--- src/common/dfc_cfg.svh ---
`ifndef DFC_CFG_SVH
`define DFC_CFG_SVH

// Register port geometry
`define DFC_ADDR_W 16
`define DFC_DATA_W 16

// Register offsets
`define DFC_OFS_SLEEP 16'hF400
`define DFC_OFS_FSEL 16'hF401
`define DFC_OFS_STATUS 16'hF410
`define DFC_OFS_FCOUNT 16'hF411

// Field layout
`define DFC_BIT_SLEEP 0
`define DFC_SEL_W 5
`define DFC_FCOUNT_W 16

// Reset values
`define DFC_RST_SLEEP 1'b0
`define DFC_RST_FSEL 5'h02

// Status bits
`define DFC_ST_SLEEPING 0
`define DFC_ST_DRAIN 1
`define DFC_ST_WAKE 2
`define DFC_ST_OVERRUN 3
`define DFC_ST_BADSEL 4
`define DFC_ST_BUSY 5

// Frame pulse selector codes
`define DFC_SEL_G1_DIV4 5'h00
`define DFC_SEL_G1_X4 5'h04
`define DFC_SEL_G2_DIV6 5'h05
`define DFC_SEL_G2_X2D3 5'h07
`define DFC_SEL_SIN0 5'h08
`define DFC_SEL_SPDIF 5'h10

// Source and interrupt counts
`define DFC_NUM_G1 5
`define DFC_NUM_G2 3
`define DFC_NUM_SER 4
`define DFC_NUM_ASYNC 9
`define DFC_NUM_IRQ 8

`endif

--- src/common/dfc_pkg.sv ---
`include "dfc_cfg.svh"

package dfc_pkg;

	typedef enum logic [1:0] {
		ST_RUN,
		ST_DRAIN,
		ST_SLEEP,
		ST_WAKE
	} dfc_core_state_e;

	// Clock generator members are core-clock pulses; port and receiver members are raw frame clocks
	typedef struct packed {
		logic spdif;
		logic [`DFC_NUM_SER-1:0] ser_out;
		logic [`DFC_NUM_SER-1:0] ser_in;
		logic [`DFC_NUM_G2-1:0] gen2;
		logic [`DFC_NUM_G1-1:0] gen1;
	} dfc_src_s;

	typedef struct packed {
		logic busy;
		logic badsel;
		logic overrun;
		logic wake;
		logic drain;
		logic sleeping;
	} dfc_status_s;

endpackage

--- src/verilog/dfc_pulse_mux.sv ---
`timescale 1ns/1ps
`include "dfc_cfg.svh"

module dfc_pulse_mux
	import dfc_pkg::*;
(
	// Clock and reset
	input wire logic i_clk,
	input wire logic i_rst,
	// Sources and selector
	input wire dfc_src_s i_src,
	input wire logic [`DFC_SEL_W-1:0] i_sel,
	// Selected frame start
	output logic o_pulse,
	output logic o_sel_valid
);

	logic [`DFC_NUM_ASYNC-1:0] async_in;
	logic [`DFC_NUM_ASYNC-1:0] meta_q, meta_d;
	logic [`DFC_NUM_ASYNC-1:0] sync_q, sync_d;
	logic [`DFC_NUM_ASYNC-1:0] last_q, last_d;
	logic [`DFC_NUM_ASYNC-1:0] rise;
	logic pulse_q, pulse_d;
	logic [`DFC_SEL_W-1:0] g2_idx;
	logic [`DFC_SEL_W-1:0] as_idx;

	assign async_in = {i_src.spdif, i_src.ser_out, i_src.ser_in};
	assign g2_idx = i_sel - `DFC_SEL_G2_DIV6;
	assign as_idx = i_sel - `DFC_SEL_SIN0;

	////////////////////////////////////////////////////////////////////////
	// Frame clocks from pins are foreign: two stages, then a rising edge
	genvar g;
	generate
		for (g = 0; g < `DFC_NUM_ASYNC; g++) begin : g_edge
			assign rise[g] = sync_q[g] & ~last_q[g];
		end
	endgenerate

	always_comb begin
		meta_d = async_in;
		sync_d = meta_q;
		last_d = sync_q;
	end

	////////////////////////////////////////////////////////////////////////
	always_comb begin
		pulse_d = 1'b0;
		o_sel_valid = 1'b1;
		if (i_sel <= `DFC_SEL_G1_X4) begin
			pulse_d = i_src.gen1[i_sel[2:0]];
		end else if (i_sel <= `DFC_SEL_G2_X2D3) begin
			pulse_d = i_src.gen2[g2_idx[1:0]];
		end else if (i_sel <= `DFC_SEL_SPDIF) begin
			pulse_d = rise[as_idx[3:0]];
		end else begin
			o_sel_valid = 1'b0;
		end
	end

	always_ff @(posedge i_clk or posedge i_rst) begin
		if (i_rst) begin
			meta_q <= '0;
			sync_q <= '0;
			last_q <= '0;
			pulse_q <= 1'b0;
		end else begin
			meta_q <= meta_d;
			sync_q <= sync_d;
			last_q <= last_d;
			pulse_q <= pulse_d;
		end
	end

	assign o_pulse = pulse_q;

endmodule

--- src/verilog/dfc_frame_control.sv ---
// Function
// - Finish current sample or block before sleeping
// - Sleep masks every core interrupt, except in the first sleeping cycle after a drain ended by i_block_end
// - No audio moves while sleeping; o_audio_en stays high for the first cycle that o_sleeping is high after a drain
// - Sleep bit resets zero; one requests sleep
// - Five-bit field selects frame start pulse
// - Selector resets to base rate code
// - Codes 0-4 pick first generator ratios
// - Codes 5-7 pick second generator ratios
// - Codes 8-11 follow serial input ports
// - Codes 12-15 follow serial output ports
// - Code 16 follows receiver recovered rate
//
// The implementer's own choice: the plain strobed port.
`timescale 1ns/1ps
`include "dfc_cfg.svh"

module dfc_frame_control
	import dfc_pkg::*;
(
	// Clock and reset
	input wire logic i_clk,
	input wire logic i_rst,
	// Register port
	input wire logic [`DFC_ADDR_W-1:0] i_addr,
	input wire logic [`DFC_DATA_W-1:0] i_wdata,
	input wire logic i_wr,
	input wire logic i_rd,
	output logic [`DFC_DATA_W-1:0] o_rdata,
	// Frame pulse sources
	input wire dfc_src_s i_src,
	// Core handshake
	input wire logic i_proc_busy,
	input wire logic i_block_mode,
	input wire logic i_block_end,
	// Interrupts into the core
	input wire logic [`DFC_NUM_IRQ-1:0] i_irq,
	output logic [`DFC_NUM_IRQ-1:0] o_irq_core,
	// Core control
	output logic o_frame_start,
	output logic o_audio_en,
	output logic o_irq_mask,
	output logic o_sleeping,
	output logic [`DFC_SEL_W-1:0] o_rate_sel
);

	////////////////////////////////////////////////////////////////////////
	// Declarations
	logic sleep_q, sleep_d;
	logic [`DFC_SEL_W-1:0] sel_q, sel_d;
	dfc_core_state_e state_q, state_d;
	logic sleeping_q, sleeping_d;
	logic block_done_q, block_done_d;
	logic overrun_q, overrun_d;
	logic [`DFC_FCOUNT_W-1:0] fcount_q, fcount_d;
	logic fs_q, fs_d;
	logic mask_q, mask_d;
	logic audio_q, audio_d;
	logic [`DFC_NUM_IRQ-1:0] irq_q, irq_d;
	logic [`DFC_DATA_W-1:0] rdata_q, rdata_d;
	logic sel_pulse;
	logic sel_valid;
	logic wr_sleep;
	logic wr_fsel;
	logic wr_status;
	logic wr_fcount;
	logic drain_done;
	logic overrun_set;
	dfc_status_s status;

	////////////////////////////////////////////////////////////////////////
	// Frame pulse source selection
	dfc_pulse_mux u_mux (
		.i_clk(i_clk),
		.i_rst(i_rst),
		.i_src(i_src),
		.i_sel(sel_q),
		.o_pulse(sel_pulse),
		.o_sel_valid(sel_valid)
	);

	////////////////////////////////////////////////////////////////////////
	// Register writes
	assign wr_sleep = i_wr && (i_addr == `DFC_OFS_SLEEP);
	assign wr_fsel = i_wr && (i_addr == `DFC_OFS_FSEL);
	assign wr_status = i_wr && (i_addr == `DFC_OFS_STATUS);
	assign wr_fcount = i_wr && (i_addr == `DFC_OFS_FCOUNT);

	// Reserved bits are not stored, so they always read back as zero
	always_comb begin
		sleep_d = sleep_q;
		if (wr_sleep) begin
			sleep_d = i_wdata[`DFC_BIT_SLEEP];
		end
	end

	always_ff @(posedge i_clk or posedge i_rst) begin
		if (i_rst) begin
			sleep_q <= `DFC_RST_SLEEP;
		end else begin
			sleep_q <= sleep_d;
		end
	end

	// Changing source mid-frame can give one short frame; change it while the core sleeps
	always_comb begin
		sel_d = sel_q;
		if (wr_fsel) begin
			sel_d = i_wdata[`DFC_SEL_W-1:0];
		end
	end

	always_ff @(posedge i_clk or posedge i_rst) begin
		if (i_rst) begin
			sel_q <= `DFC_RST_FSEL;
		end else begin
			sel_q <= sel_d;
		end
	end

	////////////////////////////////////////////////////////////////////////
	// Core sleep sequencer
	// Sample flows drain once the core goes idle; block flows also need the block boundary
	assign drain_done = !i_proc_busy && (!i_block_mode || block_done_q || i_block_end);

	always_comb begin
		state_d = state_q;
		unique case (state_q)
			ST_RUN: begin
				if (sleep_q) begin
					state_d = ST_DRAIN;
				end
			end
			ST_DRAIN: begin
				if (!sleep_q) begin
					state_d = ST_RUN;
				end else if (drain_done) begin
					state_d = ST_SLEEP;
				end
			end
			ST_SLEEP: begin
				if (!sleep_q) begin
					state_d = ST_WAKE;
				end
			end
			ST_WAKE: begin
				if (sleep_q) begin
					state_d = ST_SLEEP;
				end else if (sel_pulse) begin
					state_d = ST_RUN;
				end
			end
		endcase
		sleeping_d = (state_d == ST_SLEEP);
	end

	// Sleeping is registered beside the state so the output never shows decode glitches
	always_ff @(posedge i_clk or posedge i_rst) begin
		if (i_rst) begin
			state_q <= ST_RUN;
			sleeping_q <= 1'b0;
		end else begin
			state_q <= state_d;
			sleeping_q <= sleeping_d;
		end
	end

	// Tracks a block boundary seen while draining
	always_comb begin
		block_done_d = block_done_q;
		if (state_q != ST_DRAIN) begin
			block_done_d = 1'b0;
		end else if (i_block_end) begin
			block_done_d = 1'b1;
		end
	end

	always_ff @(posedge i_clk or posedge i_rst) begin
		if (i_rst) begin
			block_done_q <= 1'b0;
		end else begin
			block_done_q <= block_done_d;
		end
	end

	////////////////////////////////////////////////////////////////////////
	// Core control outputs
	always_comb begin
		fs_d = 1'b0;
		mask_d = 1'b0;
		audio_d = 1'b1;
		unique case (state_q)
			ST_RUN: begin
				fs_d = sel_pulse;
			end
			ST_DRAIN: begin
				// A block in progress still needs frames to reach its end
				fs_d = sel_pulse && i_block_mode && !block_done_q;
				mask_d = !i_block_mode || block_done_q;
			end
			ST_SLEEP: begin
				mask_d = 1'b1;
				audio_d = 1'b0;
			end
			ST_WAKE: begin
				// Resuming mid-frame would hand the core a partial sample
				fs_d = sel_pulse && !sleep_q;
				mask_d = !fs_d;
				audio_d = fs_d;
			end
		endcase
	end

	always_ff @(posedge i_clk or posedge i_rst) begin
		if (i_rst) begin
			fs_q <= 1'b0;
			mask_q <= 1'b0;
			audio_q <= 1'b1;
		end else begin
			fs_q <= fs_d;
			mask_q <= mask_d;
			audio_q <= audio_d;
		end
	end

	// Gated by the next mask value so no interrupt slips past the mask edge
	always_comb begin
		irq_d = i_irq;
		if (mask_d) begin
			irq_d = '0;
		end
	end

	always_ff @(posedge i_clk or posedge i_rst) begin
		if (i_rst) begin
			irq_q <= '0;
		end else begin
			irq_q <= irq_d;
		end
	end

	////////////////////////////////////////////////////////////////////////
	// Frame counter and missed-frame flag
	// A frame arriving while a sample is still in flight means it will be skipped
	assign overrun_set = fs_d && i_proc_busy && !i_block_mode;

	always_comb begin
		overrun_d = overrun_q;
		if (wr_status && i_wdata[`DFC_ST_OVERRUN]) begin
			overrun_d = 1'b0;
		end
		// Set wins over a clear in the same cycle
		if (overrun_set) begin
			overrun_d = 1'b1;
		end
	end

	always_ff @(posedge i_clk or posedge i_rst) begin
		if (i_rst) begin
			overrun_q <= 1'b0;
		end else begin
			overrun_q <= overrun_d;
		end
	end

	// The counter wraps silently; software reads it twice to measure a rate
	always_comb begin
		fcount_d = fcount_q;
		if (wr_fcount) begin
			fcount_d = '0;
		end
		if (fs_d) begin
			fcount_d = fcount_d + `DFC_FCOUNT_W'(1);
		end
	end

	always_ff @(posedge i_clk or posedge i_rst) begin
		if (i_rst) begin
			fcount_q <= '0;
		end else begin
			fcount_q <= fcount_d;
		end
	end

	////////////////////////////////////////////////////////////////////////
	// Register reads
	always_comb begin
		status = '0;
		status.sleeping = (state_q == ST_SLEEP);
		status.drain = (state_q == ST_DRAIN);
		status.wake = (state_q == ST_WAKE);
		status.overrun = overrun_q;
		// An unlisted selector code gives no frame pulse at all
		status.badsel = !sel_valid;
		status.busy = i_proc_busy;
	end

	always_comb begin
		rdata_d = '0;
		if (i_rd) begin
			unique case (i_addr)
				`DFC_OFS_SLEEP: begin
					rdata_d = `DFC_DATA_W'(sleep_q);
				end
				`DFC_OFS_FSEL: begin
					rdata_d = `DFC_DATA_W'(sel_q);
				end
				`DFC_OFS_STATUS: begin
					rdata_d = `DFC_DATA_W'(status);
				end
				`DFC_OFS_FCOUNT: begin
					rdata_d = fcount_q;
				end
				default: begin
					rdata_d = '0;
				end
			endcase
		end
	end

	always_ff @(posedge i_clk or posedge i_rst) begin
		if (i_rst) begin
			rdata_q <= '0;
		end else begin
			rdata_q <= rdata_d;
		end
	end

	////////////////////////////////////////////////////////////////////////
	// Outputs
	assign o_rdata = rdata_q;
	assign o_frame_start = fs_q;
	assign o_audio_en = audio_q;
	assign o_irq_mask = mask_q;
	assign o_irq_core = irq_q;
	assign o_sleeping = sleeping_q;
	assign o_rate_sel = sel_q;

endmodule

--- config.mk ---
export PLATFORM = sky130hd
export DESIGN_NAME = dfc_frame_control
export DESIGN_NICKNAME = d
export VERILOG_FILES = /design/src/common/dfc_pkg.sv /design/src/verilog/dfc_pulse_mux.sv /design/src/verilog/dfc_frame_control.sv
export VERILOG_INCLUDE_DIRS = /design/src /design/src/common
export SDC_FILE = /design/constraint.sdc
export NUM_CORES = 1
export LEC_CHECK = 0
export BUFFER_PORTS_ARGS = -buffer_cell sky130_fd_sc_hd__buf_2
export CAP_MARGIN = 20
export CORE_MARGIN = 10
export CORE_UTILIZATION = 46
export DETAILED_ROUTE_END_ITERATION = 10
export GPL_ROUTABILITY_DRIVEN = 1
export GPL_TIMING_DRIVEN = 0
export HOLD_SLACK_MARGIN = 0.05
export PLACE_DENSITY_LB_ADDON = 0.2
export REMOVE_ABC_BUFFERS = 1
export SLEW_MARGIN = 20
export SYNTH_ARGS = -nofsm -noshare
export SYNTH_HDL_FRONTEND = slang
export SYNTH_SLANG_ARGS = --single-unit
--- constraint.sdc ---
create_clock -name i_clk -period 2.5 [get_ports i_clk]
set_input_delay 0.5 -clock i_clk [delete_from_list [all_inputs] [get_ports i_clk]]
set_output_delay 0.5 -clock i_clk [all_outputs]
set_load 0.01 [all_outputs]
Word-level counts from Yosys, hierarchy flattened:

Index checks and enable logic that the tools add are counted.
Widths: inputs -> output; s select.

* input port bits: 64
* register bits: 82
* output and inout port bits: 33
* logic and storage cells: 105

* eq/ne operators: 9
* order comparisons: 6
* bitwise logic cells: 18
* reductions and logical operators: 22
* muxes and demuxes: 31
* $add $sub $neg: 3

Operator list (count)
* $eq 16x16->1 const B: 4
* $pmux 16 s4: 1
* $mux 16: 3
* $add 16x1->16 const B: 1
* $mux 1: 13
* $mux 2: 6
* $logic_and 1x1->1: 11
* $le 5x3->1 const B: 2
* $and 1x1->1: 9
* $not 1->1: 9
* $mux 8: 1
* $pmux 2 s4: 1
* $eq 2x2->1 const B: 3
* $logic_not 1->1: 6
* $pmux 1 s3: 2
* $le 5x5->1 const B: 1
* $lt 4x5->1 const B: 1
* $bmux 1 s4: 1
* $lt 3x4->1 const B: 1
* $reduce_bool 2->1: 2
* $sub 4x4->4 const B: 1
* $bmux 1 s3: 1
* $lt 2x3->1 const B: 1
* $bmux 1 s2: 1
* other kinds (6): 7

Longest topological paths before layout:

Gate-level depths: netlist of run 1.

* word-level depth: 8
* depth in mapped cells: 11
* depth with buffers taken out: 10

Cells and area by module:

A second synthesis of run 1 with hierarchy kept.

* cells, all modules: 288
* area total of the unflattened synthesis: 3419.5 µm²

By module, submodules not included
* dfc_frame_control: area each 2394.8 µm², times used 1, cells an instance 215, sequential area each 1353.8 µm²
* dfc_pulse_mux: area each 1024.7 µm², times used 1, cells an instance 73, sequential area each 700.7 µm²

Worst setup path before layout of run 1:

OpenSTA, ideal clock, no wires.

* path type: input-to-reg
* from: input port i_addr[6]
* to: register fcount_q[8]
* cell stages on the path: 11
* path buffers: 1
* library setup time: 0.121 ns
* arrival: 2.208 ns
* slack: 0.171 ns
* data required time: 2.379 ns
* path through: nor4b_1 > and4_1 > and4_1 > buf_2 > nor2b_1 > ha_1 > and2_1 > o2111a_1 > nand3_1 > xor2_1 > nor2_1

* word-level cells in the longest chain between the ends: 5

Ends and longest elaborated chain
* start: declaration: line dfc_frame_control.sv:25 `` input wire logic [`DFC_ADDR_W-1:0] i_addr, ``
* $eq 16x16->1 *
* $logic_and 1x1->1 *: line dfc_frame_control.sv:87 `` assign wr_fcount = i_wr && (i_addr == `DFC_OFS_FCOUNT); ``
* $mux 16 *: line dfc_frame_control.sv:269 `if (wr_fcount) begin`
* $add 16x1->16: line dfc_frame_control.sv:273 `` fcount_d = fcount_d + `DFC_FCOUNT_W'(1); ``
* $mux 16 *: line dfc_frame_control.sv:272 `if (fs_d) begin`
* named net fcount_d[8]: line dfc_frame_control.sv:55 `` logic [`DFC_FCOUNT_W-1:0] fcount_q, fcount_d; ``
* end signal: assignment: line dfc_frame_control.sv:281 `fcount_q <= fcount_d;`
* end: declaration: line dfc_frame_control.sv:55

The timed path passes the listed nets; every way through them passes the cells marked *.
A chain may end at the register's enable or synchronous reset.

Final worst setup path of run 1:

Ends and elaborated chain as after synthesis.

==> impl_metrics.py, run 1 <==
metrics = {
    "critical_path": {
        "cp.required_ps": 2740,
        "cp_slowest_cell": "and4_2",
        "crit_path_end_kind": "flip-flop",
        "crit_fanout": 7,
        "reg2regPathDepth": 6,
        "worstSetupPathType": "input pin to flip-flop",
        "start_kind": "input pin",
        "cp_cell_sequence": "buf_2 > nor4b_1 > and4_2 > and4_4 > nor2b_1 > ha_1 > and2_1 > o2111a_1 > nand3_1 > xor2_1 > nor2_1",
        "slowest_delay_ps": 350,
        "cp.arrival_ps": 2520,
    },
    "synth": {
        "avgSynthCellArea_um2": 12.1,
        "synth_edf_count": 0,
        "synth-simple-area-share_pct": 19.6,
        "synthMuxAreaShare_pct": 5.48,
        "synth_top_cell_area_share_pct": 59.2,
        "synth_compound_area_share_pct": 7.11,
        "synthCells": 280,
        "seq_area_frac_synth_pct": 60.8,
        "post-synth-top-count-cell": "dfrtp_1",
        "ys_types": 51,
        "synth_fa_ha_area_share_pct": 1.11,
        "ys_top_cells_by_area": "dfrtp_1, and2_1, mux2_2",
        "synth_flop_cell": "dfrtp_1",
        "synth_common_cells": "dfrtp_1, nor2_1, and2_1",
        "yosys_warnings": 0,
        "synth_top_area_cell": "dfrtp_1",
        "ys_ff_latch": 82,
        "async_flop_share_pct": 100,
        "synth_area_um2": 3380,
        "synth_top_family_by_area": "simple AND/OR/NAND/NOR gates",
        "synthXorXnorAreaFrac_pct": 3.63,
    },
    "placement": {
        "port_buffers": 85,
        "place_inst": 458,
        "dp_slack_ps": -647,
        "place_congestion": 0.800,
        "dpl.hpwl_mm": 5.17,
        "placed_cell_area_um2": 3930,
    },
    "timing": {
        "worst_pin_slew_ps": 565,
        "hold_viol_final": 0,
        "rsz0062_at_grt": "false",
        "whs_ps": 163,
        "finClkSkew_ps": 12.9,
        "post-route-period-util_pct": 91.1,
        "slew_headroom_pct": 62.2,
        "slew_violations": 0,
        "setup_viol": 0,
        "worst_slack_ps": 222,
        "tns_ps": 0,
        "min_period_ps": 2280,
        "max_freq_ghz": 0.439,
    },
    "finish": {
        "drive_above_1_share_pct": 34.4,
        "area_delta_synth_final_pct": 25.2,
        "layout.nets": 440,
        "post-route-util_pct": 58.7,
        "fin_cells": 477,
        "diodes": 0,
        "postLayoutCellArea_um2": 4230,
    },
    "global_route": {
        "grt_use_total_pct": 12.8,
        "overflow": 0,
        "grt_start_max_net_pins": 47,
        "grt_pass1_wl_mm": 11.5,
        "grt_pass1_vias": 2433,
        "antenna_found_initial": 0,
    },
    "drt": {
        "drtIter0Drc": 78,
        "drc_errors": 0,
        "dr.pass1.iters": 4,
        "ant_nets": 0,
        "wl_per_cell_um": 14.7,
        "wl_mm": 7.00,
        "vias": 2346,
        "detail_route.vias_per_cell": 4.92,
    },
    "clock_network": {
        "cts_sinks": 82,
        "cts-buffers-inserted": 9,
        "clk_path_buf_depth": 2,
        "cts-hold-fix-buffers": 0,
        "cts-root-buf": "clkbuf_8",
        "insertion_delay_ps": 350,
        "cts_tree": "yes",
        "clkTransAtPathRegs_ps": 80,
        "htreeDepth": 3,
    },
    "floorplan": {
        "die_h_um": 106,
        "rows": 31,
        "ios": 97,
        "die_area_um2": 11200,
        "start_util_pct": 46.9,
        "fp.dieW_um": 106,
        "core_um2": 7210,
    },
    "power": {
        "p_leak_nw": 2.05,
        "vdd.ir_drop.worst_uv": 342,
        "p_total_mw": 3.18,
        "powerDensity_nw_per_um2": 751,
    },
    "run": {
        "maxCapViolations": 0,
    },
    "worst_hold_path": {
        "hold_path_class": "input pin to asynchronous set/reset pin",
    },
    "status": {
        "status": "complete, no violations",
    },
}
## state kept, by name, summed over array words and instances, names as in the netlist
signal and cells:
u_mux.last_q 9, block_done_q 1, state_q 2, o_irq_mask 1, o_irq_core 8, sleep_q 1, u_mux.o_pulse 1, o_sleeping 1
fcount_q 16, u_mux.meta_q 9, overrun_q 1, u_mux.last_d 9, o_rate_sel 5, o_rdata 16, o_frame_start 1, o_audio_en 1
## power by group
part           switching (mW)  leakage (nW)  internal [mW]
Clock                   0.479         0.133          0.795
Sequential             0.0879          1.04           1.43
Combinational           0.209         0.884          0.179
Total                   0.776          2.05           2.40
## metal layers
layer  global-route usage, %  share of wire (%)  vias to the layer above  routed length (um)
met3                    4.81                6.8                       10                 476
met1                    15.9                 46                     1127                3220
met4                    6.77                1.9                        0                 136
li1                        -                  -                     1151                   -
met5                       0                  0                        -                   0
met2                    18.9                 45                       58                3170
## placed cells by master, fill, tap and decap left out, drive strengths merged, types with 2 or more instances in the layout
master,count
inv,14
nor2b,4
dfstp,2
a211oi,2
a22oi,2
ha,3
nand3,9
nor3b,5
dfrtp,80
mux2,10
or2b,2
and4,3
nor3,9
nand2b,3
xnor2,7
o211ai,2
o21ai,6
a32o,2
o31ai,2
a21oi,6
mux2i,5
buf,89
xor2,7
nand2,15
and3,5
and2,19
clkbuf,10
nor2,26
bufinv,4
nor4b,2
nor4,6
## cell families after synthesis
kind of cell             count (synthesis)
flip-flops                              82
multiplexers                            16
AO/OA/AOI/OAI                           32
adder cells (fa/ha/maj)                  3
XOR/XNOR                                14
AND/OR/NAND/NOR                        113
buffers and inverters                   20
## cell type report
cell class                      instances  area, um2
Clock buffer                           10        138
Fill cell                             644       2980
Tap cell                               99        124
Sequential cell                        82       2050
Multi-Input combinational cell        178       1250
Clock inverter                          6        136
Inverter                               13       51.3
Timing Repair Buffer                   89        475
## final timing paths
check                                        to  slack [ps]       startpoint
worst max-delay path                fcount_q[8]         220        i_addr[6]
worst min-delay path              o_irq_core[2]         160            i_rst
worst max register to register    u_mux.o_pulse         580    o_rate_sel[1]
worst min register to register  u_mux.last_d[7]         350  u_mux.meta_q[7]
max in group asynchronous            o_audio_en        1710            i_rst
min in group i_clk              u_mux.meta_q[2]         250        i_src[10]
## critical path: cells and delay by family
kind	cells	cell delay, ps
adders and majority gates	1	190
xor gates and xnor gates	1	150
buffers and inverters	1	90
and+or+nand+nor	7	1360
AOI/OAI and AO/OA	1	220
## what timing repair did
action | CTS | global route
pin swaps | 0 | 1
endpoints found under the setup margin | 7 | 6
buffers inserted | 0 | 3
resized for setup | 2 | 1
Power figures use the tool's default switching activity.
==> run 2, diff against run 1 <==
- ABC_AREA: default -> 1
- CORE_UTILIZATION: 46 -> 47
==> impl_metrics.py, run 2 <==
metrics = {
    "critical_path": {
        "crit_path_end_kind": "flip-flop",
        "cp.arrival_ps": 2370,
        "crit_fanout": 24,
        "cp.required_ps": 2740,
        "start_kind": "input pin",
        "worstSetupPathType": "input pin to flip-flop",
    },
    "clock_network": {
        "post_cts_buffers": 0,
        "insertion_delay_ps": 350,
        "cts-root-buf": "clkbuf_8",
        "cts-hold-fix-buffers": 0,
        "clk_path_buf_depth": 2,
        "ctsResizeCount": 0,
        "htreeDepth": 3,
        "cts-buffers-inserted": 9,
        "clkTransAtPathRegs_ps": 90,
        "cts_sinks": 82,
        "cts_tree": "yes",
    },
    "synth": {
        "synth_common_cells": "dfrtp_1, nand2_1, inv_1",
        "seq_area_frac_synth_pct": 59.3,
        "synth_flop_cell": "dfrtp_1",
        "synth_top_area_cell": "dfrtp_1",
        "post-synth-top-count-cell": "dfrtp_1",
        "ys_top_cells_by_area": "dfrtp_1, nand2_1, inv_1",
        "synth_edf_count": 0,
        "ys_ff_latch": 82,
        "synth_top_cell_area_share_pct": 57.8,
        "async_flop_share_pct": 100,
        "synthCells": 368,
        "yosys_warnings": 0,
        "ys_types": 37,
        "synth_area_um2": 3470,
        "avgSynthCellArea_um2": 9.42,
    },
    "timing": {
        "worst_slack_ps": 372,
        "hold_viol_final": 0,
        "worst_pin_slew_ps": 510,
        "slew_headroom_pct": 65.7,
        "finClkSkew_ps": 8.86,
        "tns_ps": 0,
        "setup_viol": 0,
        "max_freq_ghz": 0.470,
        "slew_violations": 0,
        "whs_ps": 106,
        "min_period_ps": 2130,
        "rsz0062_at_grt": "false",
        "post-route-period-util_pct": 85.1,
    },
    "finish": {
        "mostFrequentLayoutCell": "buf_2",
        "layout.nets": 530,
        "area_delta_synth_final_pct": 22.6,
        "postLayoutCellArea_um2": 4250,
        "diodes": 0,
        "drive_above_1_share_pct": 25.0,
        "final_cell_mix": "buf_2, dfrtp_1, nand2_1",
    },
    "drt": {
        "wl_per_cell_um": 13.6,
        "detail_route.vias_per_cell": 4.75,
        "wl_mm": 7.72,
        "drc_errors": 0,
        "drtIter0Drc": 107,
        "ant_nets": 0,
        "dr.pass1.iters": 4,
        "vias": 2695,
    },
    "run": {
        "maxCapViolations": 0,
    },
    "worst_hold_path": {
        "hold_path_class": "input pin to asynchronous set/reset pin",
    },
    "placement": {
        "placed_cell_area_um2": 4030,
        "dp_slack_ps": 18.5,
        "place_congestion": 0.807,
        "port_buffers": 85,
        "dpl.hpwl_mm": 5.89,
    },
    "floorplan": {
        "fp.dieW_um": 106,
        "die_h_um": 106,
        "rows": 31,
        "start_util_pct": 48.0,
        "core_um2": 7210,
        "die_area_um2": 11200,
        "ios": 97,
    },
    "global_route": {
        "antenna_found_initial": 0,
        "grt_use_total_pct": 14.5,
        "grt_start_max_net_pins": 61,
        "overflow": 0,
        "grt_pass1_wl_mm": 13.4,
        "grt_pass1_vias": 2919,
    },
    "status": {
        "status": "complete, no violations",
    },
    "power": {
        "p_leak_nw": 2.18,
        "vdd.ir_drop.worst_uv": 327,
        "powerDensity_nw_per_um2": 591,
    },
}
## run 2: cells by family after synthesis
group | synth area share (%)
flip-flops | 59.3
XOR/XNOR | 2.53
buffers and inverters | 7.18
AND/OR/NAND/NOR | 23.0
adder cells (fa/ha/maj) | 1.08
AO/OA/AOI/OAI | 6.97
## run 2: final cells by class
type | count | area (um2)
Timing Repair Buffer | 86 | 453
Sequential cell | 82 | 2050
Multi-Input combinational cell | 222 | 1160
Inverter | 62 | 235
Fill cell | 672 | 2960
Clock inverter | 4 | 76.3
Clock buffer | 12 | 145
Tap cell | 99 | 124
## run 2: layer usage
layer / global-route usage [%] / wire length, um
met1: 16.6 / 3280
met2: 24.6 / 3870
met3: 5.66 / 474
met4: 4.35 / 101
met5: 0 / 0
## run 2: path summary, 6_finish.rpt
path / slack [ps] / cells after the start / startpoint / end
max in group asynchronous: 1770 / 3 / i_rst / o_rate_sel[1]
setup / recovery: 370 / 16 / i_addr[7] / fcount_q[10]
hold / removal: 110 / 2 / i_rst / o_rdata[15]
min in group i_clk: 250 / 1 / i_src[10] / u_mux.meta_q[2]
setup reg to reg: 690 / 8 / o_rate_sel[0] / u_mux.o_pulse
hold reg to reg: 350 / 0 / u_mux.meta_q[3] / u_mux.last_d[3]
## run 2: where the power goes
part | switching, mW | total [mW] | internal, mW | leakage, nW
Combinational | 0.0560 | 0.0984 | 0.0424 | 1.04
Sequential | 0.00788 | 1.36 | 1.35 | 1.03
Clock | 0.467 | 1.06 | 0.593 | 0.107
Total | 0.531 | 2.51 | 1.98 | 2.18
## run 2: stage by stage
stage | instances | total power, mW | util, %
2_1_floorplan | 366 | 1.42 | -
3_3_place_gp | 550 | 1.47 | 55.4
3_5_place_dp | 551 | 1.48 | 55.8
4_1_cts | 567 | 2.55 | 58.9
5_1_grt | 567 | 2.62 | 58.9
6_report | 567 | 2.51 | 58.9
## run 2: worst max-delay path, cell delays in order
cell and delay, ps:
buf_2 100, nor2_2 170, nand2_1 90, nor2_2 180
nand3_4 260, nand2_1 180, inv_1 70, ha_1 190
nand2_1 70, inv_1 40, nand3_1 150, nor2_1 110
nand3_2 110, nor2_1 50, nand2_1 60, nand2_1 50
==> run 3, diff against run 2 <==
- BUFFER_PORTS_ARGS: -buffer_cell sky130_fd_sc_hd__buf_2 -> -buffer_cell sky130_fd_sc_hd__clkbuf_2
==> impl_metrics.py, run 3 (synthesis results as in run 2) <==
metrics = {
    "status": {
        "status": "complete, no violations",
    },
    "finish": {
        "fin_cells": 567,
        "diodes": 0,
        "area_delta_synth_final_pct": 21.8,
        "postLayoutCellArea_um2": 4220,
        "drive_above_1_share_pct": 25.2,
        "post-route-util_pct": 58.5,
        "mostFrequentLayoutCell": "clkbuf_2",
        "final_cell_mix": "clkbuf_2, dfrtp_1, nand2_1",
        "layout.nets": 530,
    },
    "clock_network": {
        "cts-buffers-inserted": 9,
        "cts-hold-fix-buffers": 0,
        "cts_tree": "yes",
        "clkTransAtPathRegs_ps": 90,
        "cts_sinks": 82,
        "insertion_delay_ps": 350,
        "ctsResizeCount": 0,
        "cts-root-buf": "clkbuf_8",
        "htreeDepth": 3,
        "post_cts_buffers": 0,
        "clk_path_buf_depth": 2,
    },
    "drt": {
        "wl_mm": 7.67,
        "vias": 2695,
        "drtIter0Drc": 118,
        "wl_per_cell_um": 13.5,
        "drc_errors": 0,
        "dr.pass1.iters": 4,
        "detail_route.vias_per_cell": 4.75,
        "ant_nets": 0,
    },
    "floorplan": {
        "start_util_pct": 48.0,
        "core_um2": 7210,
        "die_h_um": 106,
        "fp.dieW_um": 106,
        "die_area_um2": 11200,
        "ios": 97,
        "rows": 31,
    },
    "critical_path": {
        "slowest_delay_ps": 270,
        "startpoint": "i_addr[4]",
        "cp_num_buf_inv": 4,
        "cp_slowest_cell": "nand3_4",
        "path_delay_family": "simple AND/OR/NAND/NOR gates",
        "cp_cell_sequence": "clkbuf_2 > inv_1 > nor2_1 > nand2_1 > nor2_2 > nand3_4 > nand2_1 > inv_1 > ha_1 > nand2_1 > inv_1 > nand3_1 > nor2_1 > nand3_2 > nor2_1 > nand2_1 > nand2_1",
        "worstSetupPathType": "input pin to flip-flop",
        "cp.required_ps": 2740,
        "crit_path_end_kind": "flip-flop",
        "crit_top_cell": "nand2_1",
        "cp.arrival_ps": 2370,
        "r2r_start": "o_rate_sel[0]",
        "crit_fanout": 24,
        "start_kind": "input pin",
    },
    "timing": {
        "rsz0062_at_grt": "false",
        "slew_violations": 0,
        "worst_slack_ps": 368,
        "post-route-period-util_pct": 85.3,
        "finClkSkew_ps": 10.0,
        "max_freq_ghz": 0.469,
        "min_period_ps": 2130,
        "worst_pin_slew_ps": 502,
        "hold_viol_final": 0,
        "setup_viol": 0,
        "whs_ps": 98.8,
        "slew_headroom_pct": 66.3,
    },
    "global_route": {
        "overflow": 0,
        "grt_pass1_vias": 2884,
        "antenna_found_initial": 0,
        "grt_use_total_pct": 14.3,
        "grt_start_max_net_pins": 61,
        "grtUsageMet1_pct": 16.7,
        "gr-usage-met3_pct": 4.45,
        "gr-usage-met2_pct": 24.3,
        "grt_pass1_wl_mm": 13.2,
        "grt-busiest-layer": "met2",
    },
    "placement": {
        "dpl.hpwl_mm": 5.84,
        "port_buffers": 85,
        "place_inst": 551,
        "dp_slack_ps": 19.9,
        "placed_cell_area_um2": 4030,
        "place_congestion": 0.810,
    },
    "power": {
        "combPwrFrac_pct": 4.1,
        "powerDensity_nw_per_um2": 567,
        "seqPwrFrac_pct": 56.6,
        "p_sw_uw": 542,
        "vdd.ir_drop.worst_uv": 355,
        "p_int_mw": 1.85,
        "swShare_pct": 22.6,
        "power_frac_clock_pct": 39.3,
        "p_leak_nw": 2.16,
    },
    "run": {
        "maxCapViolations": 0,
    },
    "worst_hold_path": {
        "hold_path_class": "input pin to asynchronous set/reset pin",
    },
}
-- run 3: changes by cell type in the layout (fill, tap and decap cells not counted), sizes merged --
cell	delta
clkinvlp	+2
buf	-85
clkbuf	+83
inv	+1
bufinv	-1
-- run 3: power by group through the flow --
stage               clock, mW  combinational [mW]  sequential (mW)
global route             1.03               0.114             1.36
finish                  0.942              0.0985             1.35
detailed placement          0               0.101             1.38
global placement            0              0.0924             1.38
floorplan                   0              0.0394             1.38
CTS                     0.969               0.102             1.36
-- run 3: worst paths after layout --
kind	endpoint	depth (start not counted)	slack, ps
setup / recovery	fcount_q[10]	17	370
hold / removal	o_rdata[15]	2	100
setup reg to reg	u_mux.o_pulse	8	620
hold reg to reg	u_mux.last_d[5]	0	350
max in group asynchronous	o_rate_sel[1]	3	1780
min in group i_clk	u_mux.meta_q[2]	1	250
-- run 3: per-stage QoR --
| step | power, mW | setup TNS, ps |
|---|---|---|
| after floorplan | 1.42 | -8410 |
| after global placement | 1.47 | -77950 |
| after detailed placement | 1.48 | 0 |
| after global routing | 2.50 | 0 |
| final | 2.40 | 0 |
| after CTS | 2.43 | 0 |
-- run 3: final cells by class --
| class | instances | area, um2 |
|---|---|---|
| sequential | 82 | 2050 |
| fill | 656 | 2990 |
| timing repair buffer | 86 | 453 |
| clock buffer | 10 | 128 |
| inverter | 62 | 235 |
| clock inverter | 6 | 66.3 |
| multi-input combinational | 222 | 1160 |
| tap | 99 | 124 |
-- run 3: metal layers --
metal	part of all wire, %	routed length [um]	vias to the layer above
met3	5.6	433	9
met4	1.2	92	0
met1	44	3380	1274
met5	0	0	-
li1	-	-	1356
met2	49	3760	56
-- run 3: worst register-to-register path, cell delays in order, from the launching register on --
cell and delay [ps]:
dfrtp_1 520, clkinv_1 330, ha_1 310, a31oi_1 220, a21oi_1 80, nand2_1 70
o21ai_0 70, nand2_1 100, o21ai_0 70
